--- src/verilog/pci_pkg.sv ---
// Constants for the port-one control and interrupt source registers
package pci_pkg;
   localparam int          DATA_W          = 32;
   localparam int          HALF_W          = 16;
   localparam int          NUM_FLAGS       = 7;

   // Register byte offsets
   localparam logic [15:0] OFF_IRQ_SRC     = 16'h0310;
   localparam logic [15:0] OFF_PORT1_CTRL  = 16'h0374;

   // Interrupt source field positions
   localparam int          POS_ISO_DONE    = 9;
   localparam int          POS_ASYNC_DONE  = 8;
   localparam int          POS_PERIOD_DONE = 7;
   localparam int          POS_CLK_STABLE  = 6;
   localparam int          POS_SUSPEND     = 5;
   localparam int          POS_DMA_END     = 3;
   localparam int          POS_FRAME_START = 1;
   localparam logic [NUM_FLAGS-1:0] IRQ_SRC_RESET = 7'h00;

   // Flag bank index order
   localparam int          IDX_ISO         = 6;
   localparam int          IDX_ASYNC       = 5;
   localparam int          IDX_PERIOD      = 4;
   localparam int          IDX_CLK         = 3;
   localparam int          IDX_SUSP        = 2;
   localparam int          IDX_DMA         = 1;
   localparam int          IDX_SOF         = 0;

   // Port one control field positions
   localparam int          POS_INIT_CLEAR  = 23;
   localparam int          POS_INIT_FLAG   = 7;
   localparam int          POS_POWER_HI    = 4;
   localparam int          POS_POWER_LO    = 3;
   // Stored half: union of the two half reset patterns
   localparam logic [HALF_W-1:0] PORT1_RESET = 16'h0096;

   typedef enum logic [1:0] {
      CK_RUN   = 2'b01,
      CK_GATED = 2'b10
   } pci_clk_state_t;
endpackage : pci_pkg

--- src/verilog/pci_flag_if.sv ---
// Interface between the register top and its sticky flag bank
`timescale 1ns/1ps
`default_nettype none
interface pci_flag_if #(
   parameter int N = 7
);
   logic [N-1:0] setEvt;
   logic [N-1:0] clrReq;
   logic [N-1:0] flags;

   modport bank (input setEvt, input clrReq, output flags);
   modport user (output setEvt, output clrReq, input flags);
endinterface : pci_flag_if
`default_nettype wire

--- src/verilog/pci_flag_bank.sv ---
// Sticky event flags with write-one-to-clear; set beats clear
`timescale 1ns/1ps
`default_nettype none
module pci_flag_bank #(
   parameter int                N         = 7,
   parameter logic [N-1:0]      RESET_VAL = '0
) (
   input  wire logic            clk,   // System clock
   input  wire logic            rst_n, // Synchronous reset, active low
   pci_flag_if.bank             fb     // Events, clears and flag state
);
   logic [N-1:0] flags_q;
   logic [N-1:0] flags_d;

   always_comb begin
      flags_d = (flags_q & ~fb.clrReq) | fb.setEvt;
   end

   always_ff @(posedge clk) begin
      if (!rst_n) begin
         flags_q <= RESET_VAL;
      end else begin
         flags_q <= flags_d;
      end
   end

   assign fb.flags = flags_q;
endmodule : pci_flag_bank
`default_nettype wire

--- src/verilog/pci_regs.sv ---
// Port-one control register and interrupt source register bank
`timescale 1ns/1ps
`default_nettype none
module pci_regs #(
   parameter int ADDR_W = 16
) (
   input  wire logic               clk,            // System clock, 25 MHz
   input  wire logic               rst_n,          // Sync reset, active low
   // Register port
   input  wire logic [ADDR_W-1:0]  regAddr,        // Byte address
   input  wire logic               regWr,          // Write strobe
   input  wire logic               regRd,          // Read strobe
   input  wire logic [31:0]        regWrData,      // Write data
   output logic      [31:0]        regRdData,      // Read data, registered
   output logic                    regRdValid,     // Read data valid pulse
   // Event sources
   input  wire logic               isoDoneEvt,     // Iso list done
   input  wire logic               asyncDoneEvt,   // Async list done
   input  wire logic               periodDoneEvt,  // Periodic list done
   input  wire logic               suspendEvt,     // Suspend entered
   input  wire logic               dmaEndEvt,      // DMA transfer end
   input  wire logic               frameStartEvt,  // Frame start
   input  wire logic               clocksStopped,  // Clocks gated in suspend
   input  wire logic               clocksStable,   // All clocks running
   // Interrupt gating
   input  wire logic               globalIntEn,    // Global interrupt enable
   input  wire logic [31:0]        intEnableMask,  // Per-source enables
   output logic                    irqLine,        // Interrupt request
   // Port one controls
   output logic [1:0]              firstPortPowerField, // Port power
   output logic                    firstPortInitFlag    // Port init pending
);
   localparam int HW = pci_pkg::HALF_W;
   localparam int NF = pci_pkg::NUM_FLAGS;

   ////////////////////////////////////////////////////////////////////////
   // Address decode

   logic hitIrq;
   logic hitPort;
   logic wrIrq;
   logic wrPort;

   always_comb begin
      hitIrq  = (regAddr == ADDR_W'(pci_pkg::OFF_IRQ_SRC));
      hitPort = (regAddr == ADDR_W'(pci_pkg::OFF_PORT1_CTRL));
      wrIrq   = regWr && hitIrq;
      wrPort  = regWr && hitPort;
   end

   ////////////////////////////////////////////////////////////////////////
   // Clock-restart tracker

   pci_pkg::pci_clk_state_t ckState_q;
   pci_pkg::pci_clk_state_t ckState_d;
   logic                    clkReadyEvt;

   always_comb begin
      ckState_d   = ckState_q;
      clkReadyEvt = 1'b0;
      case (ckState_q)
         pci_pkg::CK_RUN: begin
            if (clocksStopped) begin
               ckState_d = pci_pkg::CK_GATED;
            end
         end
         pci_pkg::CK_GATED: begin
            // Flag only once every clock is back and stable
            if (!clocksStopped && clocksStable) begin
               ckState_d   = pci_pkg::CK_RUN;
               clkReadyEvt = 1'b1;
            end
         end
         default: begin
            ckState_d = pci_pkg::CK_RUN;
         end
      endcase
   end

   always_ff @(posedge clk) begin
      if (!rst_n) begin
         ckState_q <= pci_pkg::CK_RUN;
      end else begin
         ckState_q <= ckState_d;
      end
   end

   ////////////////////////////////////////////////////////////////////////
   // Interrupt source flags

   pci_flag_if #(.N(NF)) flagBus ();

   // Events feed the bank directly; global enable is not consulted here
   always_comb begin
      flagBus.setEvt                    = '0;
      flagBus.setEvt[pci_pkg::IDX_ISO]    = isoDoneEvt;
      flagBus.setEvt[pci_pkg::IDX_ASYNC]  = asyncDoneEvt;
      flagBus.setEvt[pci_pkg::IDX_PERIOD] = periodDoneEvt;
      flagBus.setEvt[pci_pkg::IDX_CLK]    = clkReadyEvt;
      flagBus.setEvt[pci_pkg::IDX_SUSP]   = suspendEvt;
      flagBus.setEvt[pci_pkg::IDX_DMA]    = dmaEndEvt;
      flagBus.setEvt[pci_pkg::IDX_SOF]    = frameStartEvt;
   end

   // Only ones clear; zeros leave the flag alone
   always_comb begin
      flagBus.clrReq = '0;
      if (wrIrq) begin
         flagBus.clrReq[pci_pkg::IDX_ISO] =
            regWrData[pci_pkg::POS_ISO_DONE];
         flagBus.clrReq[pci_pkg::IDX_ASYNC] =
            regWrData[pci_pkg::POS_ASYNC_DONE];
         flagBus.clrReq[pci_pkg::IDX_PERIOD] =
            regWrData[pci_pkg::POS_PERIOD_DONE];
         flagBus.clrReq[pci_pkg::IDX_CLK] =
            regWrData[pci_pkg::POS_CLK_STABLE];
         flagBus.clrReq[pci_pkg::IDX_SUSP] =
            regWrData[pci_pkg::POS_SUSPEND];
         flagBus.clrReq[pci_pkg::IDX_DMA] =
            regWrData[pci_pkg::POS_DMA_END];
         flagBus.clrReq[pci_pkg::IDX_SOF] =
            regWrData[pci_pkg::POS_FRAME_START];
      end
   end

   pci_flag_bank #(
      .N         (NF),
      .RESET_VAL (pci_pkg::IRQ_SRC_RESET)
   ) u_flags (
      .clk   (clk),
      .rst_n (rst_n),
      .fb    (flagBus.bank)
   );

   logic [31:0] irqWord;

   always_comb begin
      irqWord = '0;
      irqWord[pci_pkg::POS_ISO_DONE]    = flagBus.flags[pci_pkg::IDX_ISO];
      irqWord[pci_pkg::POS_ASYNC_DONE]  = flagBus.flags[pci_pkg::IDX_ASYNC];
      irqWord[pci_pkg::POS_PERIOD_DONE] = flagBus.flags[pci_pkg::IDX_PERIOD];
      irqWord[pci_pkg::POS_CLK_STABLE]  = flagBus.flags[pci_pkg::IDX_CLK];
      irqWord[pci_pkg::POS_SUSPEND]     = flagBus.flags[pci_pkg::IDX_SUSP];
      irqWord[pci_pkg::POS_DMA_END]     = flagBus.flags[pci_pkg::IDX_DMA];
      irqWord[pci_pkg::POS_FRAME_START] = flagBus.flags[pci_pkg::IDX_SOF];
   end

   ////////////////////////////////////////////////////////////////////////
   // Port one control: one stored half, mirrored on read

   logic [HW-1:0] port_q;
   logic [HW-1:0] port_d;

   always_comb begin
      port_d = port_q;
      if (wrPort) begin
         // Other bits are plain storage; init flag is sticky until cleared
         port_d = regWrData[HW-1:0];
         port_d[pci_pkg::POS_INIT_FLAG] = port_q[pci_pkg::POS_INIT_FLAG]
                                        | regWrData[pci_pkg::POS_INIT_FLAG];
         if (regWrData[pci_pkg::POS_INIT_CLEAR]) begin
            // Clears both halves' view, so bit 23 reads back zero too
            port_d[pci_pkg::POS_INIT_FLAG] = 1'b0;
         end
      end
   end

   always_ff @(posedge clk) begin
      if (!rst_n) begin
         port_q <= pci_pkg::PORT1_RESET;
      end else begin
         port_q <= port_d;
      end
   end

   ////////////////////////////////////////////////////////////////////////
   // Read path and registered outputs

   logic [31:0] rdData_q;
   logic [31:0] rdData_d;
   logic        rdValid_q;
   logic        rdValid_d;
   logic        irq_q;
   logic        irq_d;
   logic [1:0]  power_q;
   logic [1:0]  power_d;
   logic        init_q;
   logic        init_d;

   always_comb begin
      rdValid_d = regRd;
      rdData_d  = rdData_q;
      if (regRd) begin
         if (hitIrq) begin
            rdData_d = irqWord;
         end else if (hitPort) begin
            rdData_d = {port_q, port_q};
         end else begin
            rdData_d = '0;
         end
      end
      // Line raised only for enabled sources
      irq_d   = globalIntEn && |(irqWord & intEnableMask);
      power_d = port_d[pci_pkg::POS_POWER_HI:pci_pkg::POS_POWER_LO];
      init_d  = port_d[pci_pkg::POS_INIT_FLAG];
   end

   always_ff @(posedge clk) begin
      if (!rst_n) begin
         rdData_q  <= '0;
         rdValid_q <= 1'b0;
         irq_q     <= 1'b0;
         power_q   <= pci_pkg::PORT1_RESET[pci_pkg::POS_POWER_HI:
                                           pci_pkg::POS_POWER_LO];
         init_q    <= pci_pkg::PORT1_RESET[pci_pkg::POS_INIT_FLAG];
      end else begin
         rdData_q  <= rdData_d;
         rdValid_q <= rdValid_d;
         irq_q     <= irq_d;
         power_q   <= power_d;
         init_q    <= init_d;
      end
   end

   assign regRdData           = rdData_q;
   assign regRdValid          = rdValid_q;
   assign irqLine             = irq_q;
   assign firstPortPowerField = power_q;
   assign firstPortInitFlag   = init_q;
endmodule : pci_regs
`default_nettype wire

--- config.mk ---
export PLATFORM = sky130hd
export DESIGN_NAME = pci_regs
export DESIGN_NICKNAME = d
export VERILOG_FILES = /design/src/verilog/pci_pkg.sv /design/src/verilog/pci_flag_if.sv /design/src/verilog/pci_flag_bank.sv /design/src/verilog/pci_regs.sv
export SDC_FILE = /design/constraint.sdc
export NUM_CORES = 1
export LEC_CHECK = 0
export BUFFER_PORTS_ARGS = -buffer_cell sky130_fd_sc_hd__buf_2
export CAP_MARGIN = 10
export CORE_MARGIN = 10
export CORE_UTILIZATION = 43
export DETAILED_ROUTE_END_ITERATION = 7
export GPL_TIMING_DRIVEN = 0
export PLACE_DENSITY = 0.9
export SYNTH_ARGS = -nofsm -noshare
export SYNTH_HDL_FRONTEND = slang
export SYNTH_SLANG_ARGS = --single-unit
--- constraint.sdc ---
create_clock -name clk -period 2.28 [get_ports clk]
set_input_delay 0.456 -clock clk [delete_from_list [all_inputs] [get_ports clk]]
set_output_delay 0.456 -clock clk [all_outputs]
set_load 0.05 [all_outputs]
# ---- Yosys cells after proc, flatten, opt, wreduce, memory -nomap -nowiden
# Index checks and enable logic that the tools add are counted.
dict set report totals {
  ram_bits 0
  input_bits 93
  latchBits 0
  mem_count 0
  regBits 62
  romBits 0
  word_cells 37
}
dict set report classes {
  add_sub_neg 0
  n_lt_le_gt_ge 0
  reduce_logical 7
  mul 0
  eq_ne 6
  bitwise_logic 5
  shifts 0
  n_div 0
  n_mux 10
}
# op count
set op_table {}
lappend op_table {{2-to-1 mux 32 bit} 2}
lappend op_table {{bitwise AND 10 x 32 -> 32 bit} 1}
lappend op_table {{== test 16 x 10 -> 1 bit, second input constant} 2}
lappend op_table {{OR reduction 32 bit} 1}
lappend op_table {{2-to-1 mux 8 bit} 1}
lappend op_table {{bitwise AND 7 bit} 1}
lappend op_table {{2-to-1 mux 7 bit} 1}
lappend op_table {{NOT 7 bit} 1}
lappend op_table {{bitwise OR 7 bit} 1}
lappend op_table {{logical AND 1 bit} 4}
lappend op_table {{2-to-1 mux 2 bit} 2}
lappend op_table {{!= test 2 bit, second input constant} 2}
lappend op_table {{case mux 2 bit (2 select lines)} 1}
lappend op_table {{2-to-1 mux 1 bit} 3}
lappend op_table {{== test 2 x 1 -> 1 bit, second input constant} 1}
lappend op_table {{== test 2 bit, second input constant} 1}
lappend op_table {{AND reduction 2 bit} 1}
lappend op_table {{zero test 1 bit} 1}
lappend op_table {{bitwise OR 1 bit} 1}

# ---- Depth between registers and ports, before layout
dict set report depth {
  word_depth 6
  ltp_mapped 6
  ltp_nobuf 4
}

# ---- Cells and area by module
# Synthesis repeated with hierarchy kept, for this count alone.
dict set report unflattened {
  cells_unflattened 247
  area_unflattened_um2 2230.9
}
# mod area_per_inst_um2 instances cells_per_inst seq_area_each_um2
set by_module_without_submodules {}
lappend by_module_without_submodules {pci_regs 1994.4 1 226 860.8}
lappend by_module_without_submodules {pci_flag_bank 236.5 1 21 140.1}

# ---- Least setup slack after synthesis
# No wires, ideal clock.
dict set report synth_timing {
  kind {in2reg}
  from {input regAddr[13]}
  to {register port_q[0]}
  slack_ps 292
  t_required_ps 2208
  setup_ps 72
  arrival_time_ps 1916
  cell_stages 6
  path_cell_list {or4_4 -> nor4_4 -> and2_1 -> buf_4 -> buf_6 -> mux2i_1}
}
dict set report synth_via {
  elab_chain_len 2
}
# item line_no
set synth_rtl {}
lappend synth_rtl {{start: declaration} pci_regs.sv:10} ;# input wire logic [ADDR_W-1:0] regAddr,
lappend synth_rtl {{== test 16 x 10 -> 1 bit} pci_regs.sv:46} ;# hitPort = (regAddr == ADDR_W'(pci_pkg::OFF_PORT1_CTRL));
lappend synth_rtl {{logical AND 1 bit} pci_regs.sv:48} ;# wrPort = regWr && hitPort;
lappend synth_rtl {{end signal: assignment} pci_regs.sv:170} ;# port_q <= pci_pkg::PORT1_RESET;
lappend synth_rtl {{end signal: assignment} pci_regs.sv:172} ;# port_q <= port_d;
lappend synth_rtl {{end: declaration} pci_regs.sv:151} ;# logic [HW-1:0] port_q;
# No other way between the ends.
# A chain may end at the register's enable or synchronous reset.

# ---- Worst setup path in the final report
dict set report layout_timing {
  from {input regAddr[13]}
  to {register port_q[8]}
}
# Same word-level chain as after synthesis.

==> impl_metrics.csv <==
group,metric,value,unit
clock_network,cts_setup_buffers,0,
clock_network,htree_levels,2,
placement,pre_cts_ws,0.0157,ns
routing,vias_per_cell,5.07,
routing,num_vias,2090,
routing,dr.pass1.iters,6,
timing,finalHoldViolCount,0,
synthesis,synth-edff-count,0,
timing,worst_slack,0.333,ns
floorplanning,num_io_pins,130,
routing,routedWlPerCell,15.1,um
synthesis,syn_nets,342,
job,cap_violations,0,
synthesis,yosys-top-cells-area,"dfxtp_1 (47%), nand2_1 (8.0%), mux2i_1 (5.6%)",
synthesis,synth.avg_cell_area,8.64,um2
clock_network,cts-root-buf,"clkbuf_8",
synthesis,synth_cell_types,32,
power,power_leakage,1.24,nW
floorplanning,start_util,44.9,%
grt,grt_pass1_wl,9960,um
grt,grt_overflow_total,0,
timing,rsz0062_at_grt,"false",
timing,setup_viol,0,
clock_network,cts_tree,"built",
worst_setup_path,cpPeakStageDelay,0.55,ns
synthesis,syn_area,2150,um2
floorplanning,fp.dieW,90.7,um
clock_network,path_clk_slew,0.09,ns
placement,gp_congestion,0.750,
floorplanning,row_count,25,
worst_setup_path,cp_cell_sequence,"buf_2 > or4_4 > nor4_4 > and2_1 > buf_4 > buf_6 > mux2i_1",
floorplanning,die-area,8230,um2
floorplanning,die_y,90.7,um
worst_setup_path,worstSetupPathType,"in2reg",
worst_setup_path,crit_path_max_fanout,10,
timing,maxSlewViolCount,0,
synthesis,netlist.area_leader.share,46.5,%
clock_network,clkSinkCount,50,
worst_setup_path,rr_worst_depth,3,
hold_path,holdCritPathClass,"in2reg",
routing,route.detailed.drc,0,
layout,drive_above_1_share,33.6,%
routing,drt_iter0_drc,129,
worst_setup_path,cp.required,2.52,ns
worst_setup_path,worstPathArrival,2.19,ns
synthesis,ys_ff_latch,50,
synthesis,synth_area_leader_cell,"dfxtp_1",
timing,finalSetupTns,0,ns
floorplanning,coreArea,4790,um2
clock_network,cts_resized,0,
timing,clock-skew-final,0.00451,ns
worst_setup_path,endpoint_kind,"flip-flop",
worst_setup_path,start_kind,"input port",
clock_network,clk_latency,0.31,ns
clock_network,hold_buffers,0,
synthesis,ys_seq_area_share,46.5,%
layout,n_fill_cell,460,
clock_network,cts_buffers,5,
worst_setup_path,r2r_start,"ckState_q[0]$_SDFFE_PN1P_",
power,ir_drop,0.435,mV
routing,ant_nets,0,
synthesis,syn_inst,249,
synthesis,synth_top_flop_cell,"dfxtp_1",
clock_network,clockBufferDepth,2,
synthesis,ys.warnings.count,0,
layout,antennaDiodeCount,0,
timing,fmax,514,MHz
power,p_per_area,583,nW/um2
grt,track_usage,14.7,%
grt,antenna_found_initial,0,
timing,slew_headroom,66.4,%
grt,grt_max_degree,16,
worst_setup_path,cpMaxStageDelayCell,"or4_4",
routing,wl,6210,um
placement,port_buffers,88,
worst_setup_path,setup.worst_path.start,"regAddr[13]",
timing,fin_crit,1.95,ns
status,status,"finished, final reports clean",
grt,grt_pass1_vias,2052,
synthesis,ys_async_sr_fraction,0,%
layout,area_growth,28.8,%
timing,tightest_slew,0.505,ns
worst_setup_path,rrSetupSlack,1.21,ns
layout,final_nets,437,
timing,finalCritPeriodShare,85.4,%
worst_setup_path,cp-endpoint,"port_q[8]$_SDFFE_PN0P_",
worst_setup_path,r2r_end,"u_flags.fb.flags[3]$_SDFF_PN0_",
placement,dp_hpwl,4870,um
## cells by family (layout without fill, tap and decap cells)
family,count (synthesis),in the layout,synth area share [%]
buffers and inverters,33,129,8.38
muxes,12,12,5.58
AOI/OAI and AO/OA,57,57,15.7
and+or+nand+nor,97,97,23.8
DFF,50,50,46.5
## Yosys cell counts, types with 5 or more instances
master,number
inv_1,5
o21ai_0,22
nand3b_1,7
dfxtp_1,50
clkbuf_1,10
nand3_1,9
a31oi_1,11
mux2i_1,12
nor2_1,7
buf_4,12
a21boi_0,9
nand2b_1,12
nand2_1,46
a21oi_1,10
## routing by layer
metal	share of wire, %	GRT usage (%)	vias to the layer above
li1	-	-	1038
met1	40	17.4	964
met2	49	23.9	78
met3	8.9	5.40	10
met4	1.9	4.38	0
met5	0	0	-
## through the flow
| step | utilization, % | hold slack [ns] | power, mW | instances | instance area (um2) |
|---|---|---|---|---|---|
| after global routing | 57.9 | 0.377 | 1.68 | 412 | 2770 |
| final | 57.9 | 0.375 | 1.62 | 412 | 2770 |
| after global placement | 55.9 | 0.443 | 1.08 | 404 | 2680 |
| after CTS | 57.9 | 0.371 | 1.62 | 412 | 2770 |
| after detailed placement | 55.9 | 0.453 | 1.09 | 404 | 2680 |
| after floorplan | - | 0.435 | 1.01 | 249 | 2150 |
## area by class of cell
class,count,area [um2],area share (%)
clock buffers,6,82.6,2.98
inverters,5,18.8,0.678
repair buffers,88,440,15.9
plain buffers,28,161,5.83
clock inverters,2,12.5,0.452
well taps,67,83.8,3.03
flip-flops and latches,50,1000,36.1
multi-input cells,166,970,35.0
## power breakdown
part	switching, mW	total (mW)	internal, mW
combinational	0.0985	0.165	0.0660
clock	0.305	0.550	0.244
sequential	0.0112	0.901	0.890
## critical path: cells and delay by family
family / cells / cell delay (ns)
simple gates: 3 / 1.10
buf+inv: 3 / 0.44
mux: 1 / 0.19
## cell usage in the layout, fill, tap and decap left out, drive strengths merged, types with 2 or more instances in the layout
cell and n:
nand2b 12, nand3b 7, and2 2, inv 5, or4 3, a31oi 11
a21boi 9, nand3 9, nand2 46, nor2 7, a22oi 2, nor4 2
and3 3, nor2b 2, dfxtp 50, mux2i 12, a21oi 10, o21ai 22
clkbuf 16, buf 106
## state kept, by name, indices dropped and copies added, names as in the netlist
register / flops
irqLine: 1
regRdValid: 1
ckState_q: 2
u_flags.fb.flags: 7
port_q: 16
regRdData: 23
## worst min-delay path by stage
stage / start / to / slack [ns] / depth (start not counted)
after floorplan: port_q[5]$_SDFFE_PN0P_ / port_q[5]$_SDFFE_PN0P_ / 0.43 / 2
after global placement: port_q[14]$_SDFFE_PN0P_ / port_q[14]$_SDFFE_PN0P_ / 0.44 / 2
after detailed placement: port_q[13]$_SDFFE_PN0P_ / port_q[13]$_SDFFE_PN0P_ / 0.45 / 2
after CTS: globalIntEn / irqLine$_SDFF_PN0_ / 0.37 / 3
after global routing: regWrData[2] / port_q[2]$_SDFFE_PN1P_ / 0.38 / 3
final: globalIntEn / irqLine$_SDFF_PN0_ / 0.37 / 3
(Power assumes the default switching activity.)
